===== src/rtc_pkg.sv =====
// shared register map, field positions, reset values and types of the rtc register block
// assumes byte-wide registers behind a 5-bit auto-incrementing pointer
package rtc_pkg;
	localparam int ADDR_W = 5;
	localparam int DATA_W = 8;
	localparam int REG_COUNT = 18;
	localparam int TIME_COUNT = 7;

	localparam logic [ADDR_W-1:0] ADDR_CTRL_ONE = 5'h00;
	localparam logic [ADDR_W-1:0] ADDR_CTRL_TWO = 5'h01;
	localparam logic [ADDR_W-1:0] ADDR_TRIM = 5'h02;
	localparam logic [ADDR_W-1:0] ADDR_SCRATCH = 5'h03;
	localparam logic [ADDR_W-1:0] ADDR_SECONDS = 5'h04;
	localparam logic [ADDR_W-1:0] ADDR_YEARS = 5'h0a;
	localparam logic [ADDR_W-1:0] ADDR_ALARM_FIRST = 5'h0b;
	localparam logic [ADDR_W-1:0] ADDR_ALARM_LAST = 5'h0f;
	localparam logic [ADDR_W-1:0] ADDR_TIMER_VALUE = 5'h10;
	localparam logic [ADDR_W-1:0] ADDR_TIMER_MODE = 5'h11;
	localparam logic [ADDR_W-1:0] ADDR_LAST = 5'h11;
	localparam logic [ADDR_W-1:0] ADDR_FIRST = 5'h00;

	// time counter slots, counted from the seconds register
	localparam int T_SEC = 0;
	localparam int T_MIN = 1;
	localparam int T_HOUR = 2;
	localparam int T_DAY = 3;
	localparam int T_WDAY = 4;
	localparam int T_MON = 5;
	localparam int T_YEAR = 6;

	localparam int CMD_READ_BIT = 7;
	localparam int STOP_BIT = 5;
	localparam int MODE_12H_BIT = 1;
	localparam int COF_LSB = 0;
	localparam int COF_W = 3;
	localparam int OS_BIT = 7;
	localparam int AMPM_BIT = 5;

	localparam logic [7:0] BCD_00 = 8'h00;
	localparam logic [7:0] BCD_01 = 8'h01;
	localparam logic [7:0] BCD_06 = 8'h06;
	localparam logic [7:0] BCD_11 = 8'h11;
	localparam logic [7:0] BCD_12 = 8'h12;
	localparam logic [7:0] BCD_23 = 8'h23;
	localparam logic [7:0] BCD_28 = 8'h28;
	localparam logic [7:0] BCD_29 = 8'h29;
	localparam logic [7:0] BCD_30 = 8'h30;
	localparam logic [7:0] BCD_31 = 8'h31;
	localparam logic [7:0] BCD_59 = 8'h59;
	localparam logic [7:0] BCD_99 = 8'h99;
	localparam logic [3:0] BCD_DIGIT_MAX = 4'h9;
	localparam logic [7:0] MON_FEB = 8'h02;
	localparam logic [7:0] MON_APR = 8'h04;
	localparam logic [7:0] MON_JUN = 8'h06;
	localparam logic [7:0] MON_SEP = 8'h09;
	localparam logic [7:0] MON_NOV = 8'h11;
	localparam logic [7:0] HOUR12_MASK = 8'h1f;

	// implemented bits per address; unimplemented bits store nothing and read zero
	localparam logic [7:0] REG_MASK [REG_COUNT] = '{
		8'hb7, 8'hff, 8'hff, 8'hff, 8'hff, 8'h7f, 8'h3f, 8'h3f, 8'h07,
		8'h1f, 8'hff, 8'hff, 8'hff, 8'hbf, 8'hbf, 8'h87, 8'hff, 8'h1f};
	localparam logic [7:0] REG_RESET [REG_COUNT] = '{
		8'h00, 8'h00, 8'h00, 8'h00, 8'h80, 8'h00, 8'h00, 8'h01, 8'h06,
		8'h01, 8'h00, 8'h80, 8'h80, 8'h80, 8'h80, 8'h80, 8'h00, 8'h00};

	// clock output select: 0 crystal, 1..5 halvings down to 1.024 khz, 6 one hertz, 7 off
	localparam int CLOCK_OUTPUT_TAPS = 8;
	localparam int TAP_1KHZ_BIT = 4;

	localparam int PIN_XTAL = 0;
	localparam int PIN_CLOCK_OUTPUT_ENABLE = 1;
	localparam int PIN_CE = 2;
	localparam int PIN_SCL = 3;
	localparam int PIN_SDIO = 4;
	localparam int PIN_COUNT = 5;

	localparam int CLK_PERIOD_NS = 20;
	// four crystal periods without an edge count as a stopped oscillator
	localparam int XTAL_STOP_NS = 122070;
	localparam int XTAL_STOP_CYCLES_DEF = (XTAL_STOP_NS + CLK_PERIOD_NS - 1) / CLK_PERIOD_NS;
	localparam int PRESCALE_BITS_DEF = 15;

	typedef struct packed {
		logic en;
		logic [ADDR_W-1:0] addr;
		logic [DATA_W-1:0] data;
	} wr_req_t;

	typedef enum logic [1:0] {SER_IDLE, SER_CMD, SER_DATA} ser_state_t;
endpackage


===== src/reg_bank.sv =====
// byte store for the non-counter registers, registered read port
// assumes the caller never writes the time counter slots here
`timescale 1ns/1ps
module reg_bank
	import rtc_pkg::*;
(
	input wire logic clk,
	input wire logic rstn,
	input wire wr_req_t wr,
	input wire logic [ADDR_W-1:0] rd_addr,
	output logic [DATA_W-1:0] rd_data_r,
	output logic [DATA_W-1:0] ctrl_one,
	output logic [DATA_W-1:0] ctrl_two
);
	logic [DATA_W-1:0] mem_r [REG_COUNT];

	for (genvar i = 0; i < REG_COUNT; i++) begin : g_entry
		wire hit = wr.en && (wr.addr == ADDR_W'(i));
		always_ff @(posedge clk or negedge rstn) begin
			if (!rstn) begin
				mem_r[i] <= REG_RESET[i];
			end else if (hit) begin
				mem_r[i] <= wr.data & REG_MASK[i];
			end
		end
	end

	wire rd_valid = rd_addr <= ADDR_LAST;

	always_ff @(posedge clk or negedge rstn) begin
		if (!rstn) begin
			rd_data_r <= '0;
		end else begin
			rd_data_r <= rd_valid ? mem_r[rd_addr] : '0;
		end
	end

	assign ctrl_one = mem_r[ADDR_CTRL_ONE];
	assign ctrl_two = mem_r[ADDR_CTRL_TWO];
endmodule // reg_bank


===== src/rtc_register_access.sv =====
// rtc register access: 3-wire serial slave, register map, bcd time counters, clock output
// assumes all pins are asynchronous to clk and the crystal pin carries a 32.768 khz square wave
//
// Operation
// pointer advances after every data byte
// pointer wraps from 11h to 00h
// eighteen byte registers behind one pointer
// unimplemented bits store nothing, read zero
// control registers at 00h and 01h
// trim at 02h, scratch byte at 03h
// time counters at 04h through 0Ah
// alarm registers at 0Bh through 0Fh
// timer registers at 10h and 11h
// time and alarm values in bcd
// counters frozen during serial access
// seconds derived by dividing crystal clock
// clock output selectable, crystal down to 1 Hz
// clock output only while enable pin high
// chip enable, serial clock, shared data line
// host keeps bit rate within limit
// host frames each transaction with chip enable
// defaults loaded before serial access accepted
`timescale 1ns/1ps
module rtc_register_access
	import rtc_pkg::*;
#(
	parameter int PRESCALE_BITS = PRESCALE_BITS_DEF,
	parameter int XTAL_STOP_CYCLES = XTAL_STOP_CYCLES_DEF
) (
	input wire logic clk,
	input wire logic rstn,
	input wire logic crystal_in,
	output logic crystal_out,
	input wire logic clock_output_enable,
	output logic clock_output,
	input wire logic ce,
	input wire logic scl,
	input wire logic sdio_in,
	output logic sdio_out,
	output logic sdio_oe
);
	// pin synchronisers; only the second stage is read
	wire [PIN_COUNT-1:0] pins_raw = {sdio_in, scl, ce, clock_output_enable, crystal_in};
	logic [PIN_COUNT-1:0] sync1_r;
	logic [PIN_COUNT-1:0] sync2_r;

	always_ff @(posedge clk or negedge rstn) begin
		if (!rstn) begin
			sync1_r <= '0;
			sync2_r <= '0;
		end else begin
			sync1_r <= pins_raw;
			sync2_r <= sync1_r;
		end
	end

	wire xtal_s = sync2_r[PIN_XTAL];
	wire clock_output_enable_s = sync2_r[PIN_CLOCK_OUTPUT_ENABLE];
	wire ce_s = sync2_r[PIN_CE];
	wire scl_s = sync2_r[PIN_SCL];
	wire sdio_s = sync2_r[PIN_SDIO];

	logic xtal_d_r;
	logic scl_d_r;
	always_ff @(posedge clk or negedge rstn) begin
		if (!rstn) begin
			xtal_d_r <= 1'b0;
			scl_d_r <= 1'b0;
		end else begin
			xtal_d_r <= xtal_s;
			scl_d_r <= scl_s;
		end
	end

	wire xtal_rise = xtal_s & ~xtal_d_r;
	wire scl_rise = scl_s & ~scl_d_r;
	wire scl_fall = ~scl_s & scl_d_r;

	// held off for one cycle after reset so the defaults are in place first
	logic ready_r;
	always_ff @(posedge clk or negedge rstn) begin
		if (!rstn) begin
			ready_r <= 1'b0;
		end else begin
			ready_r <= 1'b1;
		end
	end

	// register file for everything except the time counters
	logic [DATA_W-1:0] ctrl_one;
	logic [DATA_W-1:0] ctrl_two;
	logic [DATA_W-1:0] mem_rd_data;
	logic [ADDR_W-1:0] addr_r;
	wr_req_t wr_req;
	wr_req_t mem_wr;
	logic [7:0] tm_r [TIME_COUNT];

	wire addr_is_time = (addr_r >= ADDR_SECONDS) && (addr_r <= ADDR_YEARS);
	wire [2:0] tidx = 3'(addr_r - ADDR_SECONDS);
	wire stop_s = ctrl_one[STOP_BIT];
	wire mode_12h = ctrl_one[MODE_12H_BIT];
	wire [COF_W-1:0] cof = ctrl_two[COF_LSB +: COF_W];

	// time slots are never written into the bank, so they read back only from here
	assign mem_wr.en = wr_req.en && !addr_is_time;
	assign mem_wr.addr = wr_req.addr;
	assign mem_wr.data = wr_req.data;

	reg_bank u_bank (
		.clk(clk),
		.rstn(rstn),
		.wr(mem_wr),
		.rd_addr(addr_r),
		.rd_data_r(mem_rd_data),
		.ctrl_one(ctrl_one),
		.ctrl_two(ctrl_two)
	);

	// crystal divider: bit k toggles at 32.768 khz / 2^(k+1)
	logic [PRESCALE_BITS-1:0] div_r;
	wire sec_wr = wr_req.en && (wr_req.addr == ADDR_SECONDS);
	wire second_tick = xtal_rise && (&div_r) && !stop_s;

	always_ff @(posedge clk or negedge rstn) begin
		if (!rstn) begin
			div_r <= '0;
		end else if (stop_s || sec_wr) begin
			div_r <= '0; // a written second then lasts a full second
		end else if (xtal_rise) begin
			div_r <= div_r + 1'b1;
		end
	end

	logic xo_r;
	always_ff @(posedge clk or negedge rstn) begin
		if (!rstn) begin
			xo_r <= 1'b0;
		end else begin
			xo_r <= ~xtal_s;
		end
	end
	assign crystal_out = xo_r;

	// clock output tap selection
	wire [CLOCK_OUTPUT_TAPS-1:0] taps = {1'b0, div_r[PRESCALE_BITS-1], div_r[TAP_1KHZ_BIT:0], xtal_s};
	logic clock_output_r;
	always_ff @(posedge clk or negedge rstn) begin
		if (!rstn) begin
			clock_output_r <= 1'b0;
		end else begin
			clock_output_r <= clock_output_enable_s & taps[cof];
		end
	end
	assign clock_output = clock_output_r;

	// serial slave, mode 0: sample on scl rise, shift out on scl fall
	ser_state_t state_r;
	logic [2:0] bit_cnt_r;
	logic [DATA_W-1:0] rx_r;
	logic [DATA_W-1:0] tx_r;
	logic rd_mode_r;
	logic oe_r;

	wire [DATA_W-1:0] rx_byte = {rx_r[DATA_W-2:0], sdio_s};
	wire byte_done = scl_rise && (bit_cnt_r == 3'h7);
	wire [ADDR_W-1:0] addr_next = (addr_r >= ADDR_LAST) ? ADDR_FIRST : addr_r + 1'b1;
	wire [DATA_W-1:0] time_rd = addr_is_time ? tm_r[tidx] : mem_rd_data;
	wire active = ce_s && ready_r;

	assign wr_req.en = (state_r == SER_DATA) && byte_done && !rd_mode_r && active;
	assign wr_req.addr = addr_r;
	assign wr_req.data = rx_byte & REG_MASK[addr_r <= ADDR_LAST ? addr_r : ADDR_FIRST];

	always_ff @(posedge clk or negedge rstn) begin
		if (!rstn) begin
			state_r <= SER_IDLE;
			bit_cnt_r <= '0;
			rx_r <= '0;
			rd_mode_r <= 1'b0;
			addr_r <= ADDR_FIRST;
		end else if (!active) begin
			state_r <= SER_IDLE;
			bit_cnt_r <= '0;
		end else begin
			case (state_r)
				SER_IDLE: begin
					state_r <= SER_CMD;
					bit_cnt_r <= '0;
				end
				SER_CMD: begin
					if (scl_rise) begin
						rx_r <= rx_byte;
						bit_cnt_r <= bit_cnt_r + 1'b1;
					end
					if (byte_done) begin
						rd_mode_r <= rx_byte[CMD_READ_BIT];
						addr_r <= rx_byte[ADDR_W-1:0];
						state_r <= SER_DATA;
					end
				end
				SER_DATA: begin
					if (scl_rise) begin
						rx_r <= rx_byte;
						bit_cnt_r <= bit_cnt_r + 1'b1;
					end
					if (byte_done) begin
						addr_r <= addr_next;
					end
				end
				default: begin
					state_r <= SER_IDLE;
				end
			endcase
		end
	end

	// the read byte is loaded on the fall that opens each data byte
	always_ff @(posedge clk or negedge rstn) begin
		if (!rstn) begin
			tx_r <= '0;
			oe_r <= 1'b0;
		end else begin
			oe_r <= active && (state_r == SER_DATA) && rd_mode_r;
			if (active && (state_r == SER_DATA) && rd_mode_r && scl_fall) begin
				tx_r <= (bit_cnt_r == 3'h0) ? time_rd : {tx_r[DATA_W-2:0], 1'b0};
			end
		end
	end
	assign sdio_out = tx_r[DATA_W-1];
	assign sdio_oe = oe_r;

	// freeze: a second that falls inside an access is held and applied at release
	wire freeze = state_r != SER_IDLE;
	logic pending_r;
	always_ff @(posedge clk or negedge rstn) begin
		if (!rstn) begin
			pending_r <= 1'b0;
		end else if (freeze) begin
			pending_r <= pending_r | second_tick;
		end else begin
			pending_r <= pending_r & second_tick;
		end
	end
	wire tick_apply = !freeze && (pending_r || second_tick);

	// oscillator stop watch: sets the flag in the seconds register
	logic [$clog2(XTAL_STOP_CYCLES+1)-1:0] idle_cnt_r;
	wire xtal_stopped = idle_cnt_r == ($bits(idle_cnt_r))'(XTAL_STOP_CYCLES);
	always_ff @(posedge clk or negedge rstn) begin
		if (!rstn) begin
			idle_cnt_r <= '0;
		end else if (xtal_rise) begin
			idle_cnt_r <= '0;
		end else if (!xtal_stopped) begin
			idle_cnt_r <= idle_cnt_r + 1'b1;
		end
	end

	// bcd counters
	function automatic logic [7:0] bcd_inc(input logic [7:0] v, input logic [7:0] top,
		input logic [7:0] low);
		logic [7:0] r;
		r = low;
		if (v < top) begin
			if (v[3:0] >= BCD_DIGIT_MAX) begin
				r = {v[7:4] + 4'h1, 4'h0};
			end else begin
				r = {v[7:4], v[3:0] + 4'h1};
			end
		end
		return r;
	endfunction

	// leap year from bcd digits: tens even with units 0/4/8, tens odd with units 2/6
	function automatic logic [7:0] days_in_month(input logic [7:0] mon, input logic [7:0] yr);
		logic leap;
		logic [7:0] d;
		leap = yr[4] ? (yr[3:0] == 4'h2 || yr[3:0] == 4'h6)
			: (yr[3:0] == 4'h0 || yr[3:0] == 4'h4 || yr[3:0] == 4'h8);
		d = BCD_31;
		if (mon == MON_FEB) begin
			d = leap ? BCD_29 : BCD_28;
		end else if (mon == MON_APR || mon == MON_JUN || mon == MON_SEP || mon == MON_NOV) begin
			d = BCD_30;
		end
		return d;
	endfunction

	logic [7:0] tm_nxt [TIME_COUNT];
	logic [7:0] val [TIME_COUNT];
	logic [7:0] top [TIME_COUNT];
	logic [7:0] low [TIME_COUNT];
	logic [TIME_COUNT-1:0] wrap;
	logic [TIME_COUNT-1:0] inc;

	for (genvar i = 0; i < TIME_COUNT; i++) begin : g_val
		assign val[i] = tm_r[i] & REG_MASK[i + ADDR_SECONDS];
	end

	wire [7:0] hour12 = tm_r[T_HOUR] & HOUR12_MASK;
	wire pm = tm_r[T_HOUR][AMPM_BIT];

	assign top = '{BCD_59, BCD_59, BCD_23,
		days_in_month(val[T_MON], val[T_YEAR]), BCD_06, BCD_12, BCD_99};
	assign low = '{BCD_00, BCD_00, BCD_00, BCD_01, BCD_00, BCD_01, BCD_00};

	always_comb begin
		for (int i = 0; i < TIME_COUNT; i++) begin
			wrap[i] = val[i] >= top[i];
		end
		// 12 hour mode: day rolls at 11 pm to 12 am
		if (mode_12h) begin
			wrap[T_HOUR] = (hour12 == BCD_11) && pm;
		end
		inc[T_SEC] = tick_apply;
		inc[T_MIN] = inc[T_SEC] & wrap[T_SEC];
		inc[T_HOUR] = inc[T_MIN] & wrap[T_MIN];
		inc[T_DAY] = inc[T_HOUR] & wrap[T_HOUR];
		inc[T_WDAY] = inc[T_DAY];
		inc[T_MON] = inc[T_DAY] & wrap[T_DAY];
		inc[T_YEAR] = inc[T_MON] & wrap[T_MON];
	end

	always_comb begin
		tm_nxt = tm_r;
		for (int i = 0; i < TIME_COUNT; i++) begin
			if (inc[i]) begin
				tm_nxt[i] = (tm_r[i] & ~REG_MASK[i + ADDR_SECONDS])
					| bcd_inc(val[i], top[i], low[i]);
			end
		end
		if (inc[T_HOUR] && mode_12h) begin
			if (hour12 == BCD_11) begin
				tm_nxt[T_HOUR] = BCD_12 | {2'b00, ~pm, 5'h00};
			end else if (hour12 >= BCD_12) begin
				tm_nxt[T_HOUR] = BCD_01 | {2'b00, pm, 5'h00};
			end else begin
				tm_nxt[T_HOUR] = bcd_inc(hour12, BCD_12, BCD_01) | {2'b00, pm, 5'h00};
			end
		end
		if (xtal_stopped) begin
			tm_nxt[T_SEC][OS_BIT] = 1'b1;
		end
		// writes land only during an access, when no tick is applied
		if (wr_req.en && addr_is_time) begin
			tm_nxt[tidx] = wr_req.data;
			if (tidx == 3'(T_SEC) && xtal_stopped) begin
				tm_nxt[T_SEC][OS_BIT] = 1'b1;
			end
		end
	end

	for (genvar i = 0; i < TIME_COUNT; i++) begin : g_time
		always_ff @(posedge clk or negedge rstn) begin
			if (!rstn) begin
				tm_r[i] <= REG_RESET[i + ADDR_SECONDS];
			end else begin
				tm_r[i] <= tm_nxt[i];
			end
		end
	end
endmodule // rtc_register_access


===== config.mk =====
export PLATFORM = sky130hd
export DESIGN_NAME = rtc_register_access
export DESIGN_NICKNAME = d
export VERILOG_FILES = /design/src/rtc_pkg.sv /design/src/reg_bank.sv /design/src/rtc_register_access.sv
export SDC_FILE = /design/constraint.sdc
export NUM_CORES = 1
export LEC_CHECK = 0
export ABC_AREA = 1
export BUFFER_PORTS_ARGS = -buffer_cell sky130_fd_sc_hd__buf_4
export CELL_PAD_IN_SITES_DETAIL_PLACEMENT = 1
export CELL_PAD_IN_SITES_GLOBAL_PLACEMENT = 2
export CORE_AREA = 2 2 133 265
export CTS_CLUSTER_SIZE = 16
export DETAILED_ROUTE_END_ITERATION = 12
export DIE_AREA = 0 0 135 267
export MAX_ROUTING_LAYER = met4
export PLACE_DENSITY = 0.88
export SKIP_LAST_GASP = 1
export SYNTH_ARGS = -nofsm -noshare
export SYNTH_HDL_FRONTEND = slang
export SYNTH_SLANG_ARGS = --single-unit

===== constraint.sdc =====
create_clock -name clk -period 3.8 [get_ports clk]
set_input_delay 0.19 -clock clk [delete_from_list [all_inputs] [get_ports clk]]
set_output_delay 0.19 -clock clk [all_outputs]
set_load 0.02 [all_outputs]

==> flow_summary_export.csv, run 1 <==
group,metric,value,unit
run_status,status,"completed",
clock_network,cts_tree,"built",
place,placed_area,13600,um2
finish,design_area,14500,um2
worst_setup_path,regToRegEndpoint,"tm_r[5]$_DFF_PN0_",
die,die_w,135,um
sta,setup_viol,0,
logic_synthesis,ys_async_sr_fraction,100,%
place,hpwlAfterDp,33.1,mm
power,ir_drop,0.331,mV
clock_network,numCtsBuffers,24,
clock_network,numClockSinks,255,
worst_setup_path,crit_top_cell,"nand2_1",
clock_network,cts_root_buf,"clkbuf_16",
worst_setup_path,cp_slowest_cell,"dfstp_2",
logic_synthesis,synth_cell_type_count,54,
place,io_buffers,10,
worst_setup_path,crit_chain,"inv_1 -> ha_1 -> o2111ai_1 -> o311ai_0 -> a31oi_1 -> ha_1 -> nand2_1 -> a21o_1 -> a22oi_1 -> nand2_1 -> nand3_1 -> nand2_1 -> nand3_1 -> o21ai_1",
global_route,grt_max_degree,114,
worst_setup_path,r2r_cells,14,
worst_setup_path,critPathBufInv,1,
die,core,34100,um2
clock_network,insertion_delay,560,ps
global_route,grt_pass1_wl,69.6,mm
logic_synthesis,ys_seq_area_share,48.7,%
sta,tns,0,ps
logic_synthesis,synth-seq-cells,255,
place,gp_congestion,0.939,
sta,finalMaxSlewViolations,0,
sta,max_slew_margin,23.4,%
logic_synthesis,syn_area,13100,um2
route,drt_drc_violations_left,0,
worst_setup_path,required,4220,ps
worst_setup_path,critPathLaunch,"tm_r[8]$_DFF_PN1_",
clock_network,cts.clk_slew.worst_paths,80,ps
power,power.leakage,6.79,nW
route,drt_iter0_drc,497,
route,route.vias.total,11200,
global_route,gr-total-overflow,0,
worst_setup_path,crit_cells,14,
route,wl_per_cell,22.1,um
route,avgViaCountPerCell,5.49,
worst_setup_path,endpoint,"tm_r[5]$_DFF_PN0_",
die,initial_utilization,38.5,%
flow_run,maxCapViolCount,0,
sta,rsz0062_at_grt,"no",
sta,fin_skew,15.2,ps
logic_synthesis,synth_cells,1593,
power,power.density,394,nW/um2
die,num_rows,96,
die,ioPinCount,11,
worst_setup_path,cpPeakStageDelay,600,ps
worst_setup_path,crit_type,"flop to flop",
route,drtPass1Iterations,5,
global_route,antenna_found_initial,0,
clock_network,post_cts_resized,0,
logic_synthesis,yosysWarnings,0,
logic_synthesis,syn-num-nets,1652,
worst_setup_path,crit_arrival,3590,ps
finish,n_antenna_cell,0,
route,wl,44.9,mm
global_route,grt_use_total,26.3,%
clock_network,cts_max_level,1,
logic_synthesis,synth_edf_count,0,
worst_setup_path,startpoint_type,"flop",
die,dieArea,36000,um2
finish,syn_to_final_growth,10.4,%
worst_setup_path,critPathTopFamily,"compound AO/OA/AOI/OAI gates",
logic_synthesis,synthFlopType,"dfrtp_1",
worst_setup_path,endpoint_kind,"flop",
worst_setup_path,r2r_slack,630,ps
logic_synthesis,synth.avg_cell_area,8.24,um2
finish,fillers,4136,
sta,worst_pin_slew,1150,ps
worst_setup_path,r2r-start,"tm_r[8]$_DFF_PN1_",
die,die_y,267,um
min_path,hp-class,"input port to async pin",
sta,fin_crit_sh,83.3,%
clock_network,clockBufferDepth,3,
finish,layout-drive-gt1-share,8.95,%
sta,timing.final.crit_period,3170,ps
route,ant_nets,0,
finish,fin_nets,1638,
sta,hold_viol,0,
worst_setup_path,crit_fanout,8,
sta,max_freq,0.316,GHz
global_route,grt_pass1_vias,12000,
## state kept, by name (all words and copies together) (netlist names), 6 cells and up
register	flops
u_bank.ctrl_two	8
div_r	15
u_bank.rd_data_r	8
u_bank.mem_r	106
u_bank.ctrl_one	6
tx_r	8
rx_r	7
tm_r	50
idle_cnt_r	13
## layout make-up
| class | count | area [um2] | area share [%] |
|---|---|---|---|
| sequential | 255 | 6400 | 44.2 |
| multi-input combinational | 1063 | 5640 | 38.9 |
| inverter | 199 | 747 | 5.15 |
| clock buffer | 32 | 692 | 4.77 |
| tap | 441 | 552 | 3.81 |
| timing repair buffer | 36 | 318 | 2.19 |
| clock inverter | 12 | 145 | 1.00 |
## layout by cell type, fill, tap and decap left out, types with 12 or more instances in the layout
cell type / n
o21ai_1: 76
a21oi_1: 72
o211ai_1: 19
o21ai_0: 132
nor3_1: 19
o22ai_1: 24
nor2_1: 120
buf_4: 27
dfrtp_1: 240
inv_2: 17
dfstp_2: 15
clkbuf_16: 25
nand2_1: 328
inv_1: 182
nand3_1: 93
xor2_1: 12
nand4_1: 22
ha_1: 52
## metrics by stage
| stage | setup WS, ps | hold WS, ps | power, mW | cells | utilization (%) |
|---|---|---|---|---|---|
| after floorplan | 1190 | -106 | 2.97 | 1593 | - |
| after global placement | 845 | 299 | 3.12 | 1988 | 39.9 |
| after detailed placement | 710 | 302 | 3.14 | 1988 | 39.9 |
| after CTS | 641 | 272 | 5.76 | 2038 | 42.5 |
| after global routing | 363 | 294 | 5.88 | 2038 | 42.5 |
| final | 633 | 235 | 5.71 | 2038 | 42.5 |
## synth_stat cells (12+ instances only)
master,n,share of area [%]
nand2_1,328,9.4
o211ai_1,19,1.1
o22ai_1,24,1.1
nor3_1,19,0.72
o21ai_0,132,5.0
buf_2,17,0.65
dfstp_2,15,3.0
inv_1,182,5.2
nand3_1,93,3.5
inv_2,17,0.49
o21ai_1,76,2.9
a21oi_1,72,2.7
dfrtp_1,240,46
nor2_1,120,3.4
ha_1,52,5.0
clkbuf_1,49,1.4
xor2_1,12,0.80
nand4_1,22,1.0
## metal layers
metal	part of all wire (%)	vias up	global-route usage, %
met5	0	-	-
met4	8.0	0	17.1
met3	2.5	169	2.34
met2	55	226	49.6
met1	34	5555	24.8
li1	-	5231	-
## worst reg2reg max path, cell delays in order (launching register included)
cell and delay [ps]:
dfstp_2 600, inv_1 90, ha_1 220, o2111ai_1 200
o311ai_0 160, a31oi_1 180, ha_1 170, nand2_1 50
a21o_1 160, a22oi_1 280, nand2_1 260, nand3_1 360
nand2_1 120, nand3_1 100, o21ai_1 90
## how the worst min path moves through the flow
stage                from                    end  slack (ps)
2_1_floorplan        rstn  addr_r[0]$_DFFE_PN0P_        -110
3_3_place_gp      sdio_in   sync1_r[4]$_DFF_PN0_         300
3_5_place_dp      sdio_in   sync1_r[4]$_DFF_PN0_         300
4_1_cts        crystal_in   sync1_r[0]$_DFF_PN0_         270
5_1_grt               scl   sync1_r[3]$_DFF_PN0_         290
6_report             rstn     tm_r[29]$_DFF_PN0_         230
## repair_timing
item,in CTS,in global routing
endpoints found under the hold margin,105,0
hold buffers,6,0
setup buffers,0,0
## kinds of logic (layout without fill, tap and decap cells)
logic type | Yosys count | in the layout | share of synthesized area, %
other | 1 | 1 | 0.0286
and+or+nand+nor | 625 | 625 | 20.9
adders and majority gates | 52 | 52 | 4.96
AOI/OAI and AO/OA | 372 | 372 | 16.2
DFF | 255 | 255 | 48.7
buffers and inverters | 275 | 279 | 8.31
xor gates and xnor gates | 13 | 13 | 0.867
## where the power goes
part	switching [mW]	internal [mW]
combinational	0.207	0.0706
sequential	0.0399	2.77
clock	1.14	1.49
total	1.38	4.33
Power figures use the tool's default switching activity.
==> run 2: changes to the inputs <==
--- a/config.mk
+++ b/config.mk
@@ -5,16 +5,16 @@
 export SDC_FILE = /design/constraint.sdc
 export NUM_CORES = 1
 export LEC_CHECK = 0
-export ABC_AREA = 1
+export ABC_AREA = 0
 export BUFFER_PORTS_ARGS = -buffer_cell sky130_fd_sc_hd__buf_4
 export CELL_PAD_IN_SITES_DETAIL_PLACEMENT = 1
 export CELL_PAD_IN_SITES_GLOBAL_PLACEMENT = 2
-export CORE_AREA = 2 2 133 265
+export CORE_AREA = 2 2 136 270
 export CTS_CLUSTER_SIZE = 16
 export DETAILED_ROUTE_END_ITERATION = 12
-export DIE_AREA = 0 0 135 267
+export DIE_AREA = 0 0 138 272
 export MAX_ROUTING_LAYER = met4
-export PLACE_DENSITY = 0.88
+export PLACE_DENSITY = 0.85
 export SKIP_LAST_GASP = 1
 export SYNTH_ARGS = -nofsm -noshare
 export SYNTH_HDL_FRONTEND = slang
==> constraint.sdc (replaced) <==
create_clock -name clk -period 2.5 [get_ports clk]
set_input_delay 0.125 -clock clk [delete_from_list [all_inputs] [get_ports clk]]
set_output_delay 0.125 -clock clk [all_outputs]
set_load 0.02 [all_outputs]
==> run 2 against run 1 <==
Compared with the run above: the run now ends with setup timing left; final cell count fell by 4.7%; wire length rose by 4.2%; hold slack worse by 83 ps; sequential cell count did not move; clock power increased by 51%; critical path depth down 2; sequential power grew 54%; register-to-register slack lost 1100 ps; via count grew 0.90%; synthesized cell count fell by 16%; largest power group unchanged.
==> flow_summary_export.csv, run 2 <==
group,metric,value,unit
route,drt_iter0_drc,612,
die,core,35600,um2
worst_setup_path,crit_fanout,3,
global_route,antenna_found_initial,0,
clock_network,cts_root_buf,"clkbuf_16",
worst_setup_path,required,2970,ps
worst_setup_path,crit_type,"flop to flop",
logic_synthesis,synth-seq-cells,255,
finish,final_cells,1943,
logic_synthesis,synthMostInstantiatedCell,"dfrtp_1",
die,ioPinCount,11,
finish,register_area,6410,um2
finish,fillers,3998,
logic_synthesis,ys_seq_area_share,48.2,%
route,ant_nets,0,
finish,layout-drive-gt1-share,24.7,%
route,wl_per_cell,24.1,um
global_route,grt_max_degree,78,
worst_setup_path,endpoint_kind,"flop",
worst_setup_path,r2r_slack,-470,ps
logic_synthesis,yosysWarnings,0,
route,wl,46.8,mm
sta,fin_skew,12.1,ps
sta,fin_crit_sh,119,%
route,drtPass1Iterations,5,
die,die_y,272,um
place,placed_area,14900,um2
clock_network,cts.clk_slew.worst_paths,70,ps
route,avgViaCountPerCell,5.81,
global_route,grt_use_total,25.1,%
global_route,gr-total-overflow,0,
finish,final_cell_mix,"dfrtp_1, buf_4, nand2_1",
route,route.vias.total,11300,
sta,setup_ws,-466,ps
logic_synthesis,synth.avg_cell_area,9.87,um2
run_status,status,"finished with violations",
place,dp_cells,1869,
power,power.density,536,nW/um2
logic_synthesis,synthFlopType,"dfrtp_1",
finish,n_antenna_cell,0,
logic_synthesis,synth_cells,1346,
finish,mostFrequentLayoutCell,"dfrtp_1",
logic_synthesis,synth_top_area_share,45.2,%
route,drt_drc_violations_left,0,
die,num_rows,98,
finish,utilization,45.7,%
power,power,8.72,mW
logic_synthesis,synthTopCellsByCount,"dfrtp_1, nand2_1, o21ai_0",
worst_setup_path,endpoint,"tm_r[2]$_DFF_PN0_",
sta,rsz0062_at_grt,"yes",
sta,max_freq,0.337,GHz
logic_synthesis,synth_cell_type_count,90,
global_route,grt_pass1_vias,12300,
sta,hold_viol,0,
finish,multiInputGateArea,6580,um2
logic_synthesis,syn-num-nets,1405,
finish,reg_top3,"u_bank.mem_r x106, tm_r x50, div_r x15",
power,ir_drop,0.487,mV
clock_network,cts_tree,"built",
finish,fin_nets,1534,
global_route,grt_pass1_wl,70.8,mm
run_status,violations,"setup timing",
logic_synthesis,syn_area,13300,um2
die,die_w,138,um
finish,design_area,16300,um2
worst_setup_path,critPathLaunch,"tm_r[8]$_DFF_PN1_",
clock_network,cts_max_level,1,
die,dieArea,37500,um2
worst_setup_path,regToRegEndpoint,"tm_r[2]$_DFF_PN0_",
logic_synthesis,yosysTopAreaCell,"dfrtp_1",
logic_synthesis,ys_async_sr_fraction,100,%
sta,finalMaxSlewViolations,0,
clock_network,insertion_delay,560,ps
place,gp_congestion,0.947,
sta,worst_pin_slew,954,ps
clock_network,numCtsBuffers,24,
place,hpwlAfterDp,34.4,mm
clock_network,numClockSinks,255,
finish,top_register,"u_bank.mem_r",
logic_synthesis,synth_edf_count,0,
sta,timing.final.crit_period,2970,ps
clock_network,clockBufferDepth,3,
sta,max_slew_margin,36.4,%
worst_setup_path,r2r-start,"tm_r[8]$_DFF_PN1_",
finish,syn_to_final_growth,22.5,%
place,post-place-ws,-525,ps
min_path,hp-class,"input port to async pin",
die,initial_utilization,37.4,%
logic_synthesis,synthTopCellsByArea,"dfrtp_1, ha_1, nand2_1",
place,io_buffers,10,
sta,setup_viol,14,
worst_setup_path,crit_arrival,3430,ps
power,power.leakage,7.22,nW
flow_run,maxCapViolCount,0,
worst_setup_path,r2r_cells,12,
worst_setup_path,startpoint_type,"flop",
finish,largest_register_ffs,106,
[run 2: changes by cell type after synthesis, sizes merged, moves of 26 or more]
cell	change
mux2	+37
o21ai	-80
mux2i	+26
inv	-151
nand3	-49
nand2	-178
nor2	-31
[run 2: repair_timing]
action	4_1_cts	5_1_grt
buffers inserted	3	19
pin swaps	11	17
endpoints found under the setup margin	23	68
hold buffers	6	0
endpoints found under the hold margin	76	0
cloned	0	2
gates resized for setup	18	48
[run 2: through the flow]
stage,hold WS [ps],setup TNS [ps]
finish,151,-5220
global route,211,-7730
CTS,165,-5730
detailed placement,160,-6150
global placement,148,-4630
floorplan,-171,-2490
[run 2: worst max-delay path: stages (launching register included)]
cell and delay, ps:
dfstp_2 560, inv_4 50, ha_4 150, o21ai_1 120
a21oi_1 60, a31oi_1 180, ha_1 250, or4b_1 470
a211o_1 300, o2111a_2 190, and4_4 180, mux2_4 290
o211ai_1 80
[run 2: where the power goes]
| part | internal (mW) | switching [mW] |
|---|---|---|
| logic | 0.158 | 0.277 |
| clock network | 2.24 | 1.72 |
| registers | 4.21 | 0.117 |
| total | 6.60 | 2.12 |
[run 2: area by class of cell]
class                      instances  share of cell area, %
clock buffer                      33                   4.21
clock inverter                    11                  0.908
inverter                          49                   1.15
multi-input combinational        942                   40.4
sequential                       255                   39.4
tap                              450                   3.46
timing repair buffer             203                   10.5
[run 2: per-layer routing]
layer	track usage, %	wire length (um)	vias up
met4	20.1	4320	0
met3	2.53	1340	209
met5	-	0	-
met2	46.4	25800	329
met1	23.2	15400	5693
li1	-	-	5051
[run 2: worst min-delay path by stage]
stage | startpoint | endpoint | slack (ps) | cells after the start
after detailed placement | rstn | u_bank.mem_r[106]$_DFFE_PN0P_ | 160 | 1
final | rstn | u_bank.mem_r[125]$_DFFE_PN0P_ | 150 | 2
after global routing | rstn | u_bank.mem_r[104]$_DFFE_PN0P_ | 210 | 2
after CTS | rstn | u_bank.ctrl_two[5]$_DFFE_PN0P_ | 160 | 2
after floorplan | rstn | addr_r[0]$_DFFE_PN0P_ | -170 | 0
after global placement | rstn | u_bank.mem_r[106]$_DFFE_PN0P_ | 150 | 1
[run 2: logic make-up after synthesis]
| family | Yosys count | share of synthesized area [%] |
|---|---|---|
| AOI/OAI and AO/OA | 334 | 15.9 |
| adders and majority gates | 53 | 4.97 |
| and+or+nand+nor | 450 | 17.0 |
| muxes | 78 | 7.64 |
| other | 1 | 0.0282 |
| xor gates and xnor gates | 25 | 1.65 |
| buffers and inverters | 150 | 4.56 |
| DFF | 255 | 48.2 |
